==> config.mk <==
export PLATFORM = sky130hd
export DESIGN_NAME = dect_top
export DESIGN_NICKNAME = d
export VERILOG_FILES = /design/src/core/dect_pkg.sv /design/src/core/dect_counter.sv /design/src/core/dect_top.sv
export SDC_FILE = /design/constraint.sdc
export NUM_CORES = 1
export LEC_CHECK = 0
export BUFFER_PORTS_ARGS = -buffer_cell sky130_fd_sc_hd__clkbuf_2
export CAP_MARGIN = 20
export CORE_UTILIZATION = 60
export DETAILED_ROUTE_END_ITERATION = 10
export PLACE_DENSITY = 0.75
export SYNTH_ARGS = -nofsm -noshare
export SYNTH_HDL_FRONTEND = slang
export SYNTH_SLANG_ARGS = --single-unit
==> constraint.sdc <==
create_clock -name clk -period 21.4 [get_ports clk]
set_input_delay 3.21 -clock clk [delete_from_list [all_inputs] [get_ports clk]]
set_output_delay 3.21 -clock clk [all_outputs]
set_load 0.005 [all_outputs]
==> src/core/dect_pkg.sv <==
// package for the dual event counter/timer: register map, encodings, states
// assumes one 20 MHz clock and an Avalon-MM slave with waitrequest
package dect_pkg;
  localparam int CLK_HZ = 20000000;
  localparam int TICK_US = 1;
  localparam int TICK_CYCLES = (CLK_HZ / 1000000) * TICK_US;
  localparam int TICK_W = 5;
  localparam int CNT_W = 32;
  localparam int SRC_W = 5;
  localparam int ADDR_W = 6;

  // register byte addresses
  localparam logic [ADDR_W-1:0] OFS_SELECT = 6'h00;
  localparam logic [ADDR_W-1:0] OFS_COUNT_SRC = 6'h04;
  localparam logic [ADDR_W-1:0] OFS_TRIG_SRC = 6'h08;
  localparam logic [ADDR_W-1:0] OFS_RESET_SRC = 6'h0c;
  localparam logic [ADDR_W-1:0] OFS_DELAY = 6'h10;
  localparam logic [ADDR_W-1:0] OFS_DURATION = 6'h14;
  localparam logic [ADDR_W-1:0] OFS_VALUE = 6'h18;
  localparam logic [ADDR_W-1:0] OFS_STATUS = 6'h1c;
  localparam logic [ADDR_W-1:0] OFS_AT_RESET = 6'h20;
  localparam logic [ADDR_W-1:0] OFS_IRQ_STAT = 6'h24;
  localparam logic [ADDR_W-1:0] OFS_IRQ_MASK = 6'h28;

  // source register layout: select in [4:0], qualifier in [10:8]
  localparam int SEL_LSB = 0;
  localparam int QUAL_LSB = 8;
  localparam logic [31:0] BAD_ADDR_DATA = 32'h0000_0000;

  typedef enum logic [SRC_W-1:0] {
    SRC_OFF = 5'h00, SRC_TICK = 5'h01,
    SRC_LINE0 = 5'h02, SRC_LINE1 = 5'h03, SRC_LINE2 = 5'h04, SRC_LINE3 = 5'h05,
    SRC_UOUT0 = 5'h06, SRC_UOUT1 = 5'h07, SRC_UOUT2 = 5'h08, SRC_UOUT3 = 5'h09,
    SRC_C0_START = 5'h0a, SRC_C1_START = 5'h0b, SRC_C0_END = 5'h0c, SRC_C1_END = 5'h0d,
    SRC_LOGIC0 = 5'h0e, SRC_LOGIC1 = 5'h0f,
    SRC_EXP_START = 5'h10, SRC_EXP_END = 5'h11, SRC_FRAME_WAIT = 5'h12
  } dect_src_t;

  typedef enum logic [2:0] {
    QUAL_LEVEL_LOW = 3'h0, QUAL_LEVEL_HIGH = 3'h1, QUAL_FALLING = 3'h2,
    QUAL_RISING = 3'h3, QUAL_ANY_EDGE = 3'h4
  } dect_qual_t;

  typedef struct packed {
    dect_src_t sel;
    dect_qual_t qual;
  } dect_srccfg_t;

  localparam dect_srccfg_t SRCCFG_RESET = '{sel: SRC_OFF, qual: QUAL_RISING};

  // gray along idle -> wait -> delay -> duration -> done
  typedef enum logic [2:0] {
    ST_IDLE = 3'b000, ST_WAIT_TRIG = 3'b001, ST_DELAY = 3'b011,
    ST_DURATION = 3'b010, ST_DONE = 3'b110
  } dect_state_t;

  typedef struct packed {
    logic [3:0] lines;
    logic [3:0] user_out;
    logic [1:0] logic_out;
    logic exp_start;
    logic exp_end;
    logic frame_wait;
  } dect_sig_t;

  // irq bits: [0] c0 start, [1] c0 end, [2] c1 start, [3] c1 end
  localparam int IRQ_W = 4;
endpackage

==> src/core/dect_counter.sv <==
// one counter channel: source qualifiers, state machine, count and capture
// assumes all source levels are already synchronous to clk
`timescale 1ns/100ps
module dect_counter (
  input wire logic clk,
  input wire logic sys_rst,
  input wire logic [18:0] src_vec,
  input wire dect_pkg::dect_srccfg_t count_cfg,
  input wire dect_pkg::dect_srccfg_t trig_cfg,
  input wire dect_pkg::dect_srccfg_t reset_cfg,
  input wire logic [dect_pkg::CNT_W-1:0] start_event_delay_count,
  input wire logic [dect_pkg::CNT_W-1:0] end_event_duration_count,
  input wire logic arm,
  output logic [dect_pkg::CNT_W-1:0] present_count,
  output logic [dect_pkg::CNT_W-1:0] count_captured_on_reset,
  output dect_pkg::dect_state_t counter_state_readback,
  output logic start_event,
  output logic end_event
);
  import dect_pkg::*;

  logic [18:0] prev_reg;
  logic [CNT_W-1:0] cnt_reg, cnt_next, cap_reg, cap_next;
  dect_state_t st_reg, st_next;
  logic start_reg, start_next, end_reg, end_next;
  logic cnt_hit, trig_hit, rst_hit;

  function automatic logic qualify(input dect_srccfg_t cfg, input logic [18:0] now,
                                   input logic [18:0] was);
    logic c;
    logic p;
    c = now[cfg.sel];
    p = was[cfg.sel];
    if (cfg.sel == SRC_OFF) begin
      return 1'b0;
    end
    // the tick is a one-cycle pulse: counted as is
    if (cfg.sel == SRC_TICK) begin
      return c;
    end
    case (cfg.qual)
      QUAL_LEVEL_LOW: return !c;
      QUAL_LEVEL_HIGH: return c;
      QUAL_FALLING: return p && !c;
      QUAL_RISING: return !p && c;
      QUAL_ANY_EDGE: return p != c;
      default: return 1'b0;
    endcase
  endfunction

  always_comb begin
    cnt_hit = qualify(count_cfg, src_vec, prev_reg);
    trig_hit = qualify(trig_cfg, src_vec, prev_reg);
    rst_hit = qualify(reset_cfg, src_vec, prev_reg);
  end

  always_comb begin
    st_next = st_reg;
    cnt_next = cnt_reg;
    cap_next = cap_reg;
    start_next = 1'b0;
    end_next = 1'b0;
    if (rst_hit) begin
      // stop and clear, keeping the old count readable
      cap_next = cnt_reg;
      cnt_next = '0;
      st_next = ST_IDLE;
    end else begin
      case (st_reg)
        ST_IDLE: begin
          if (arm) begin
            st_next = (trig_cfg.sel == SRC_OFF) ? ST_DELAY : ST_WAIT_TRIG;
            cnt_next = '0;
          end
        end
        ST_WAIT_TRIG: begin
          if (trig_hit) begin
            st_next = ST_DELAY;
          end
        end
        ST_DELAY: begin
          if (cnt_reg >= start_event_delay_count) begin
            start_next = 1'b1;
            st_next = ST_DURATION;
            cnt_next = '0;
          end else if (cnt_hit) begin
            cnt_next = cnt_reg + 1'b1;
          end
        end
        ST_DURATION: begin
          if (cnt_reg >= end_event_duration_count) begin
            end_next = 1'b1;
            st_next = ST_DONE;
          end else if (cnt_hit) begin
            cnt_next = cnt_reg + 1'b1;
          end
        end
        ST_DONE: begin
          if (arm) begin
            st_next = ST_IDLE;
          end
        end
        default: st_next = ST_IDLE;
      endcase
    end
  end

  always_ff @(posedge clk or posedge sys_rst) begin
    if (sys_rst) begin
      prev_reg <= '0;
      cnt_reg <= '0;
      cap_reg <= '0;
      st_reg <= ST_IDLE;
      start_reg <= 1'b0;
      end_reg <= 1'b0;
    end else begin
      prev_reg <= src_vec;
      cnt_reg <= cnt_next;
      cap_reg <= cap_next;
      st_reg <= st_next;
      start_reg <= start_next;
      end_reg <= end_next;
    end
  end

  assign present_count = cnt_reg;
  assign count_captured_on_reset = cap_reg;
  assign counter_state_readback = st_reg;
  assign start_event = start_reg;
  assign end_event = end_reg;
endmodule

==> src/core/dect_top.sv <==
// dual event counter/timer with Avalon-MM register slave and interrupt
// assumes external lines are asynchronous; other sources come from clk logic
//
// Functional notes
// - two independent counters; selector 0 or 1 picks the addressed one.
// - each counter counts a selectable source from the shared signal set.
// - count source qualified by level low/high, falling, rising or any edge; the tick is counted as is.
// - start event fires once counted occurrences equal the delay value.
// - end event fires once counted occurrences equal the duration value.
// - trigger source and reset source are exclusive; selecting one disables other.
// - counting begins when the selected start trigger fires.
// - start trigger qualified by the same five activation modes.
// - selected reset source stops and clears the counter.
// - reset source qualified by the same five activation modes.
// - present count and status of each counter are readable.
// - count before each reset is captured and held until next reset.
`timescale 1ns/100ps
module dect_top (
  input wire logic clk,
  input wire logic sys_rst,
  input wire logic [dect_pkg::ADDR_W-1:0] avs_address,
  input wire logic avs_read,
  input wire logic avs_write,
  input wire logic [31:0] avs_writedata,
  input wire logic [3:0] avs_byteenable,
  output logic [31:0] avs_readdata,
  output logic avs_waitrequest,
  input wire dect_pkg::dect_sig_t ext_sig,
  output logic [1:0] start_event,
  output logic [1:0] end_event,
  output logic irq
);
  import dect_pkg::*;

  logic [3:0] line_s1_reg, line_s2_reg;
  logic [TICK_W-1:0] tick_cnt_reg, tick_cnt_next;
  logic tick_reg, tick_next;
  logic sel_reg, sel_next;
  dect_srccfg_t cnt_cfg_reg [2], cnt_cfg_next [2];
  dect_srccfg_t trg_cfg_reg [2], trg_cfg_next [2];
  dect_srccfg_t rst_cfg_reg [2], rst_cfg_next [2];
  logic [CNT_W-1:0] dly_reg [2], dly_next [2];
  logic [CNT_W-1:0] dur_reg [2], dur_next [2];
  logic [1:0] arm_reg, arm_next;
  logic [IRQ_W-1:0] ist_reg, ist_next, imask_reg, imask_next;
  logic [31:0] rdata_reg, rdata_next;
  logic ack_reg, ack_next;
  logic [18:0] src_vec;
  logic [CNT_W-1:0] val_w [2];
  logic [CNT_W-1:0] cap_w [2];
  dect_state_t st_w [2];
  logic [1:0] st_ev, en_ev;
  logic wr_go, rd_go;
  dect_srccfg_t wcfg;

  // pins cross into clk through two flops; only the second is read
  always_ff @(posedge clk or posedge sys_rst) begin
    if (sys_rst) begin
      line_s1_reg <= '0;
      line_s2_reg <= '0;
    end else begin
      line_s1_reg <= ext_sig.lines;
      line_s2_reg <= line_s1_reg;
    end
  end

  // one-cycle microsecond pulse
  always_comb begin
    tick_next = 1'b0;
    tick_cnt_next = tick_cnt_reg + 1'b1;
    if (tick_cnt_reg == TICK_W'(TICK_CYCLES - 1)) begin
      tick_cnt_next = '0;
      tick_next = 1'b1;
    end
  end

  always_ff @(posedge clk or posedge sys_rst) begin
    if (sys_rst) begin
      tick_cnt_reg <= '0;
      tick_reg <= 1'b0;
    end else begin
      tick_cnt_reg <= tick_cnt_next;
      tick_reg <= tick_next;
    end
  end

  // index matches dect_src_t encoding; counter events feed back a cycle late
  assign src_vec = {ext_sig.frame_wait, ext_sig.exp_end, ext_sig.exp_start,
                    ext_sig.logic_out, en_ev[1], en_ev[0], st_ev[1], st_ev[0],
                    ext_sig.user_out, line_s2_reg, tick_reg, 1'b0};

  // single-cycle answer: waitrequest high in the first cycle of a request
  // writes land at the edge that ends the transfer, never inside the wait
  assign wr_go = avs_write && ack_reg;
  assign rd_go = avs_read && ack_reg == 1'b0;
  assign avs_waitrequest = (avs_read || avs_write) && !ack_reg;
  assign wcfg = '{sel: dect_src_t'(avs_writedata[SEL_LSB +: SRC_W]),
                  qual: dect_qual_t'(avs_writedata[QUAL_LSB +: 3])};

  always_comb begin
    sel_next = sel_reg;
    cnt_cfg_next = cnt_cfg_reg;
    trg_cfg_next = trg_cfg_reg;
    rst_cfg_next = rst_cfg_reg;
    dly_next = dly_reg;
    dur_next = dur_reg;
    arm_next = '0;
    imask_next = imask_reg;
    rdata_next = rdata_reg;
    ack_next = (avs_read || avs_write) && !ack_reg;
    // events set, software ones clear; a new event beats the clear
    ist_next = ist_reg;
    if (wr_go && avs_address == OFS_IRQ_STAT && avs_byteenable[0]) begin
      ist_next = ist_reg & ~avs_writedata[IRQ_W-1:0];
    end
    ist_next = ist_next | {en_ev[1], st_ev[1], en_ev[0], st_ev[0]};
    if (wr_go && avs_byteenable == 4'hf) begin
      case (avs_address)
        OFS_SELECT: sel_next = avs_writedata[0];
        OFS_COUNT_SRC: cnt_cfg_next[sel_reg] = wcfg;
        OFS_TRIG_SRC: begin
          trg_cfg_next[sel_reg] = wcfg;
          if (wcfg.sel != SRC_OFF) begin
            rst_cfg_next[sel_reg].sel = SRC_OFF;
          end
          arm_next[sel_reg] = 1'b1;
        end
        OFS_RESET_SRC: begin
          rst_cfg_next[sel_reg] = wcfg;
          if (wcfg.sel != SRC_OFF) begin
            trg_cfg_next[sel_reg].sel = SRC_OFF;
          end
        end
        OFS_DELAY: dly_next[sel_reg] = avs_writedata;
        OFS_DURATION: begin
          dur_next[sel_reg] = avs_writedata;
          arm_next[sel_reg] = 1'b1;
        end
        OFS_IRQ_MASK: imask_next = avs_writedata[IRQ_W-1:0];
        default: ;
      endcase
    end
    if (rd_go) begin
      case (avs_address)
        OFS_SELECT: rdata_next = {31'h0000_0000, sel_reg};
        OFS_COUNT_SRC: rdata_next = {21'h00_0000, cnt_cfg_reg[sel_reg].qual, 3'h0,
                                     cnt_cfg_reg[sel_reg].sel};
        OFS_TRIG_SRC: rdata_next = {21'h00_0000, trg_cfg_reg[sel_reg].qual, 3'h0,
                                    trg_cfg_reg[sel_reg].sel};
        OFS_RESET_SRC: rdata_next = {21'h00_0000, rst_cfg_reg[sel_reg].qual, 3'h0,
                                     rst_cfg_reg[sel_reg].sel};
        OFS_DELAY: rdata_next = dly_reg[sel_reg];
        OFS_DURATION: rdata_next = dur_reg[sel_reg];
        OFS_VALUE: rdata_next = val_w[sel_reg];
        OFS_STATUS: rdata_next = {29'h0000_0000, st_w[sel_reg]};
        OFS_AT_RESET: rdata_next = cap_w[sel_reg];
        OFS_IRQ_STAT: rdata_next = {28'h000_0000, ist_reg};
        OFS_IRQ_MASK: rdata_next = {28'h000_0000, imask_reg};
        default: rdata_next = BAD_ADDR_DATA;
      endcase
    end
  end

  always_ff @(posedge clk or posedge sys_rst) begin
    if (sys_rst) begin
      sel_reg <= 1'b0;
      cnt_cfg_reg <= '{SRCCFG_RESET, SRCCFG_RESET};
      trg_cfg_reg <= '{SRCCFG_RESET, SRCCFG_RESET};
      rst_cfg_reg <= '{SRCCFG_RESET, SRCCFG_RESET};
      dly_reg <= '{32'h0000_0000, 32'h0000_0000};
      dur_reg <= '{32'h0000_0000, 32'h0000_0000};
      arm_reg <= '0;
      ist_reg <= '0;
      imask_reg <= '0;
      rdata_reg <= '0;
      ack_reg <= 1'b0;
    end else begin
      sel_reg <= sel_next;
      cnt_cfg_reg <= cnt_cfg_next;
      trg_cfg_reg <= trg_cfg_next;
      rst_cfg_reg <= rst_cfg_next;
      dly_reg <= dly_next;
      dur_reg <= dur_next;
      arm_reg <= arm_next;
      ist_reg <= ist_next;
      imask_reg <= imask_next;
      rdata_reg <= rdata_next;
      ack_reg <= ack_next;
    end
  end

  assign avs_readdata = rdata_reg;
  assign irq = |(ist_reg & imask_reg);
  assign start_event = st_ev;
  assign end_event = en_ev;

  // two identical channels
  for (genvar i = 0; i < 2; i++) begin : g_ch
    dect_counter u_ch (
      .clk(clk),
      .sys_rst(sys_rst),
      .src_vec(src_vec),
      .count_cfg(cnt_cfg_reg[i]),
      .trig_cfg(trg_cfg_reg[i]),
      .reset_cfg(rst_cfg_reg[i]),
      .start_event_delay_count(dly_reg[i]),
      .end_event_duration_count(dur_reg[i]),
      .arm(arm_reg[i]),
      .present_count(val_w[i]),
      .count_captured_on_reset(cap_w[i]),
      .counter_state_readback(st_w[i]),
      .start_event(st_ev[i]),
      .end_event(en_ev[i])
    );
  end
endmodule

* Yosys cells after proc, flatten, opt, wreduce, memory -nomap -nowiden *
Index checks and enable logic that the tools add are counted.

storage, ports and cells
  bits in registers = 390
  word-level logic and storage cells = 357
  input port bits = 59
  output and inout port bits = 38

cells by class
  multiplexer cells = 161
  bitwise logic cells = 6
  $add $sub $neg = 3
  eq/ne operators = 70
  order comparisons = 14
  reduce and logical (&&, ||, !) cells = 66

operators by type and width
  cell                                                                  count
  32-bit two-way mux                                                    23
  32-bit one-hot mux with 11 select lines                               1
  32-bit one-hot mux with 3 select lines                                2
  64-bit bitwise mux                                                    2
  32-bit >= comparator                                                  4
  8-bit two-way mux                                                     11
  16-bit bitwise mux                                                    5
  1-bit two-way mux                                                     68
  32-bit by 1-bit adder with 32-bit output, second input constant       2
  16-bit one-hot mux with 2 select lines                                2
  1-bit binary-select mux with 5-bit select                             12
  3-bit by 2-bit == test with 1-bit output, second input constant       16
  3-bit two-way mux                                                     15
  5-bit by 6-bit < comparator with 1-bit output, second input constant  6
  32-bit demux with 1-bit select                                        1
  16-bit two-way mux                                                    2
  5-bit by 1-bit == test with 1-bit output, second input constant       6
  5-bit zero test                                                       6
  1-bit one-hot mux with 5 select lines                                 6
  3-bit one-hot mux with 5 select lines                                 2
  3-bit by 1-bit == test with 1-bit output, second input constant       8
  3-bit == test, second input constant                                  8
  6-bit by 5-bit == test with 1-bit output, second input constant       4
  3-bit zero test                                                       8
  36 further kinds                                                      100

* Longest topological paths before layout *
Gate-level depths: netlist of the first run.

  word-level depth = 11
  mapped depth = 19
  mapped depth without buffers = 16

* Cells and area by module *
Synthesis of the first run repeated with hierarchy kept, for this count alone.

unflattened totals
  cell total of the unflattened synthesis = 2,583
  area total of the unflattened synthesis = 25,603.3 um^2

by module, submodules not included
  module        cells an instance  area an instance (um^2)  sequential area each (um^2)  instances
  dect_counter  817                7,124.3                  2,202.1                      2
  dect_top      949                11,354.6                 5,870.6                      1

* Worst setup path after synthesis of the first run *
OpenSTA, ideal clock, no wires.

  path type = input -> output
  from = input avs_write
  to = output avs_waitrequest
  buffers on the path = 0
  required time = 18,190 ps
  setup slack = 14,833 ps
  arrival time = 3,357 ps
  stages = 2
  path through = nor2_1 -> nor2_1

on the way
  longest elaborated chain between the ends = 2

RTL lines
  item               line            RTL
  from (decl)        dect_top.sv:23  input wire logic avs_write,
  1-bit logical OR   dect_top.sv:96  assign avs_waitrequest = (avs_read || avs_write) && !ack_reg;
  1-bit logical AND  dect_top.sv:96
  to (decl)          dect_top.sv:27  output logic avs_waitrequest,

Every way passes these cells.

* Worst setup path in the final report of the first run *
  from = input avs_read
  to = output avs_waitrequest

on the way
  longest elaborated chain between the ends = 2

RTL lines
  item               line            RTL
  from (decl)        dect_top.sv:22  input wire logic avs_read,
  1-bit logical OR   dect_top.sv:96
  1-bit logical AND  dect_top.sv:96

Every way passes these cells.

==> results.json, run 1 <==
{
  "setup_viol": 0,
  "ant_nets": 0,
  "grt-ovfl-total": 0,
  "portBuffers": 96,
  "synth_area_sq_mm": 0.0242,
  "dpl_worst_slack_ps": 14330,
  "antenna_cells": 0,
  "status": "finished, final reports clean",
  "die_x_um": 203,
  "die_height_um": 203,
  "p_per_area_mw_per_mm2": 61.9,
  "final_cell_mix": "dfrtp_1, nand2_1, o21ai_0, inv_1, mux2_2",
  "postCtsSetupBuffers": 0,
  "die_area_sq_mm": 0.0411,
  "fin_nets": 2767,
  "postSynthNetCount": 2755,
  "path_class": "in -> out",
  "gp_congestion": 0.972,
  "cts_hold_buffers": 0,
  "hold_viol": 0,
  "clock_power_share_pct": 49.2,
  "fin_skew_ps": 25.1,
  "async_reset_ff_share_pct": 100,
  "grt_pass1_wl_um": 121000,
  "num-fill-cells": 3194,
  "postSynthCellCount": 2553,
  "crit_path_start": "avs_read",
  "io_pins": 97,
  "hold_class": "reg -> reg",
  "max_slew_margin_pct": 24.3,
  "layout_commonest_cell": "dfrtp_1",
  "cts_buffers": 45,
  "ys_ff_latch": 390,
  "ys.flop_type": "dfrtp_1",
  "grt_max_degree": 180,
  "core_sq_mm": 0.0397,
  "setup_tns_ps": 0,
  "crit_fanout": 2,
  "antenna_found_initial": 2,
  "worst_pin_slew_ps": 1140,
  "ctsRootBufferMaster": "clkbuf_16",
  "fin_util_pct": 66.7,
  "drv_slew": 0,
  "swShare_pct": 23.8,
  "ys.warnings.count": 0,
  "row_count": 73,
  "cts_resized": 0,
  "initial_core_util_pct": 60.9,
  "critPathTopFamily": "buffers and inverters",
  "drc": 0,
  "finalWorstSetupSlack_ps": 14550,
  "drive_gt1_share_pct": 16.5,
  "critPathArrivalTime_ps": 3640,
  "yosysUniqueCellTypes": 89,
  "cts.sinks": 390,
  "routed_wl_um": 78000,
  "rsz0062_at_grt": "false",
  "cts_tree": "yes",
  "cp-end-kind": "output pin",
  "max-vdd-ir-drop_mv": 0.0697,
  "synth_edf_count": 0,
  "first_pass_iters": 8,
  "power_frac_seq_pct": 45.9,
  "ys_seq_area_share_pct": 40.4,
  "postSynthAreaPerCell_sq_um": 9.47,
  "cp_num_buf_inv": 2,
  "min_from": "line_s1_reg[3]$_DFF_PP0_",
  "grtUsageTotal_pct": 38.5,
  "min_period_over_period_pct": 32.0,
  "pwr-share-comb_pct": 4.9,
  "p_int_mw": 1.25,
  "cts.htree.levels": 2,
  "via_per_inst": 6.77,
  "wl_per_cell_um": 25.0,
  "drt_iter0_drc": 2431,
  "max_freq_mhz": 146,
  "syn_to_final_growth_pct": 9.64,
  "required_ps": 18190,
  "cp_slowest_cell": "nor2_1",
  "clk_latency_ps": 590,
  "cpPeakStageDelay_ps": 150,
  "dpl.hpwl_um": 54000,
  "p_switching_mw": 0.391,
  "post-route-min-period_ps": 6850,
  "startpoint_type": "input pin",
  "max_cap_violations": 0,
  "clockBufferDepth": 3,
  "timing.rr.start": "rst_cfg_reg[3]$_DFFE_PP0P_",
  "total_leakage_power_nw": 11.9,
  "grt_pass1_vias": 20600,
  "vias": 21200,
  "clk_pin_slew_worst_paths_ps": 50,
  "critical_path.cell_chain": "clkbuf_2 -> nor2_1 -> nor2_1 -> clkbuf_2"
}
synthesized netlist by cell type, drive strengths merged, types with 14 or more instances:
library cell	instances	share of area, %
a211oi	14	0.43
a21o	16	0.50
a21oi	134	2.8
a221oi	35	1.3
a22oi	44	1.4
a31oi	39	1.0
and2	17	0.44
and3	27	0.70
buf	59	1.2
clkbuf	104	1.6
dfrtp	378	39
ha	143	7.4
inv	176	2.7
mux2	148	6.9
mux2i	124	5.1
mux4	39	3.6
nand2	341	5.3
nand2b	29	0.75
nand3	64	1.3
nand4	34	0.88
nor2	112	1.7
nor2b	23	0.63
nor3	41	0.94
nor4	25	0.65
o211ai	16	0.52
o21ai	189	3.9
o22ai	38	0.98
layer usage:
layer	global-route usage (%)	up-vias	part of all wire (%)
met5	0	-	0.017
met4	17.3	2	4.6
met3	8.73	241	11
met2	57.5	1237	44
met1	53.7	10400	40
li1	-	9304	-
metrics by stage:
stage               instance area (sq um)  power [mW]  cells  hold WS, ps
CTS                                 26500        1.64   3123          348
global route                        26500        1.68   3125          355
finish                              26500        1.64   3125          345
detailed placement                  24900       0.845   3041          341
floorplan                           24200       0.812   2553          331
global placement                    24900       0.843   3041          333
path summary, 6_finish.rpt:
kind | cells past startpoint | end | slack, ps
worst max register to register | 14 | g_ch[1].u_ch.present_count[4]$_DFFE_PP0P_ | 16270
min in group asynchronous | 2 | dur_reg[3]$_DFFE_PP0P_ | 2830
worst min-delay path | 0 | line_s2_reg[3]$_DFF_PP0_ | 350
max in group asynchronous | 5 | avs_readdata[31]$_DFFE_PP0P_ | 16630
worst max-delay path | 4 | avs_waitrequest | 14550
worst min register to register | 0 | line_s2_reg[3]$_DFF_PP0_ | 350
power by group through the flow:
stage	clock (mW)	sequential (mW)	combinational, mW
after detailed placement	0	0.766	0.0788
after floorplan	0	0.762	0.0497
after global placement	0	0.766	0.0775
after global routing	0.842	0.754	0.0882
final	0.807	0.753	0.0810
after CTS	0.811	0.753	0.0795
final cells by class:
cell class / instances / area (sq um) / share of cell area (%)
Multi-Input combinational cell: 1824 / 13100 / 49.5
Sequential cell: 390 / 9780 / 36.9
Clock buffer: 69 / 1350 / 5.08
Timing Repair Buffer: 128 / 751 / 2.83
Inverter: 176 / 668 / 2.52
Tap cell: 525 / 657 / 2.48
Clock inverter: 13 / 194 / 0.732
cell families after synthesis:
group	synth area share, %
and+or+nand+nor	14.9
DFF	40.4
buffers and inverters	5.60
adders and majority gates	7.40
xor gates and xnor gates	0.109
muxes	15.7
AOI/OAI and AO/OA	15.9
No activity file was read; power rests on OpenSTA's default activity.
==> run 2: changes to the inputs <==
CORE_UTILIZATION = 57   (was 60)
PLACE_DENSITY = 0.74   (was 0.75)
clock period = 6 ns   (was 21.4 ns; I/O delays follow)
==> run 2 against run 1 <==
Effect of this change:
- routed wire length is essentially flat
- utilization shrank 3.5 points
- cell area shrank 0.15%
- final cell count grew 0.38%
- highest routed layer unchanged
- largest power group unchanged
- combinational power grew to 3.7 times the previous value
==> results.json, run 2 (same netlist as run 1, synthesis figures left out) <==
{
  "total_leakage_power_nw": 11.8,
  "cts.htree.levels": 2,
  "startpoint_type": "register",
  "grtUsageTotal_pct": 36.4,
  "p_int_mw": 4.36,
  "vias": 21000,
  "max_slew_margin_pct": 25.0,
  "fin_skew_ps": 16.2,
  "grt_max_degree": 178,
  "power_frac_seq_pct": 46.6,
  "clk_latency_ps": 600,
  "antenna_found_initial": 2,
  "cpPeakStageDelay_ps": 940,
  "via_per_inst": 6.68,
  "hold_class": "reg -> reg",
  "drt_iter0_drc": 2164,
  "antenna_cells": 0,
  "setup_viol": 0,
  "hold_viol": 0,
  "drc": 0,
  "crit_fanout": 25,
  "grt-ovfl-total": 0,
  "final_cell_mix": "dfrtp_1, nand2_1, o21ai_0, inv_1, mux2_2",
  "critical_path.cell_chain": "mux4_2 -> mux4_2 -> o21ai_0 -> inv_1 -> ha_1 -> nor4b_1 -> a31oi_1 -> o2111ai_1 -> nor2b_4 -> o311ai_4 -> nand2_1 -> o21ai_0 -> a31oi_1",
  "path_class": "reg -> reg",
  "clock_power_share_pct": 48.3,
  "max-vdd-ir-drop_mv": 0.215,
  "power_mw": 5.77,
  "min_period_over_period_pct": 84.1,
  "dpl.hpwl_um": 54800,
  "required_ps": 6430,
  "cts_buffers": 43,
  "rsz0062_at_grt": "false",
  "postCtsSetupBuffers": 0,
  "fin_nets": 2767,
  "max_freq_mhz": 198,
  "io_pins": 97,
  "post-route-min-period_ps": 5050,
  "die_area_sq_mm": 0.0432,
  "grt_pass1_vias": 20800,
  "routed_wl_um": 78000,
  "cp_num_buf_inv": 1,
  "drive_gt1_share_pct": 16.6,
  "cts_tree": "yes",
  "layout_commonest_cell": "dfrtp_1",
  "max_cap_violations": 0,
  "cts_resized": 0,
  "gp_congestion": 0.980,
  "syn_to_final_growth_pct": 9.48,
  "dpl_worst_slack_ps": 1020,
  "cp-end-kind": "register",
  "wl_per_cell_um": 24.9,
  "ctsRootBufferMaster": "clkbuf_16",
  "p_switching_mw": 1.42,
  "core_sq_mm": 0.0419,
  "clk_pin_slew_worst_paths_ps": 60,
  "die_x_um": 208,
  "portBuffers": 96,
  "critPathTopFamily": "compound AO/OA/AOI/OAI gates",
  "critPathArrivalTime_ps": 5480,
  "grt_pass1_wl_um": 122000,
  "status": "finished, final reports clean",
  "p_per_area_mw_per_mm2": 218,
  "finalWorstSetupSlack_ps": 951,
  "ant_nets": 0,
  "die_height_um": 208,
  "setup_tns_ps": 0,
  "initial_core_util_pct": 57.8,
  "drv_slew": 0,
  "cp_slowest_cell": "o311ai_4",
  "first_pass_iters": 8,
  "cts_hold_buffers": 0,
  "row_count": 75,
  "cts.sinks": 390,
  "worst_pin_slew_ps": 1120,
  "clockBufferDepth": 3,
  "swShare_pct": 24.5,
  "pwr-share-comb_pct": 5.2
}
run 2: cell types whose count changed in the layout (fill, tap and decap cells not counted), moves of 3 or more:
cell / before / now
clkbuf_1: 11 / 7
clkbuf_8: 13 / 9
clkinv_2: 5 / 8
clkinv_4: 0 / 3
run 2: area by class of cell:
class                   instances  area [sq um]
clock buffers                  59          1230
clock inverters                19           230
fillers                      3483         15400
inverters                     176           664
multi-input cells            1824         13100
flip-flops and latches        390          9780
well taps                     539           674
repair buffers                130           781
run 2: path summary, 6_finish.rpt:
| kind | start | endpoint | slack [ps] | cells after the start |
|---|---|---|---|---|
| worst max register to register | cnt_cfg_reg[11]$_DFFE_PP0P_ | g_ch[0].u_ch.present_count[16]$_DFFE_PP0P_ | 950 | 13 |
| worst min-delay path | line_s1_reg[2]$_DFF_PP0_ | line_s2_reg[2]$_DFF_PP0_ | 350 | 0 |
| worst max-delay path | cnt_cfg_reg[11]$_DFFE_PP0P_ | g_ch[0].u_ch.present_count[16]$_DFFE_PP0P_ | 950 | 13 |
| max in group asynchronous | sys_rst | g_ch[0].u_ch.present_count[30]$_DFFE_PP0P_ | 4010 | 3 |
| min in group asynchronous | sys_rst | avs_readdata[5]$_DFFE_PP0P_ | 470 | 2 |
| worst min register to register | line_s1_reg[2]$_DFF_PP0_ | line_s2_reg[2]$_DFF_PP0_ | 350 | 0 |
run 2: power groups by stage:
stage	Sequential [mW]	Combinational, mW	Clock (mW)
2_1_floorplan	2.72	0.178	0
3_3_place_gp	2.73	0.285	0
3_5_place_dp	2.74	0.290	0
4_1_cts	2.69	0.292	2.80
5_1_grt	2.69	0.323	2.90
6_report	2.69	0.298	2.79
run 2: per-layer routing:
layer  global-route usage, %  vias to the layer above  part of all wire, %
met1                    49.9                    10300                   41
met3                    7.73                      210                  9.7
met4                    16.6                        4                  4.4
li1                        -                     9270                    -
met2                    55.6                     1166                   45
met5                       0                        -                0.029
run 2: metrics by stage:
step | area (sq um) | instances | hold WS [ps] | util (%)
6_report | 26500 | 3137 | 346 | 63.2
5_1_grt | 26500 | 3137 | 354 | 63.2
4_1_cts | 26400 | 3135 | 349 | 63.2
3_5_place_dp | 25000 | 3057 | 336 | 59.7
3_3_place_gp | 25000 | 3057 | 336 | 59.7
2_1_floorplan | 24200 | 2553 | 331 | -
run 2: worst register-to-register path, delay by kind of cell (launching register included):
kind / cells / cell delay [ps]
flops: 1 / 890
buf+inv: 1 / 80
fa+ha+maj: 1 / 280
mux: 2 / 1080
compound gates: 6 / 1900
simple gates: 3 / 660
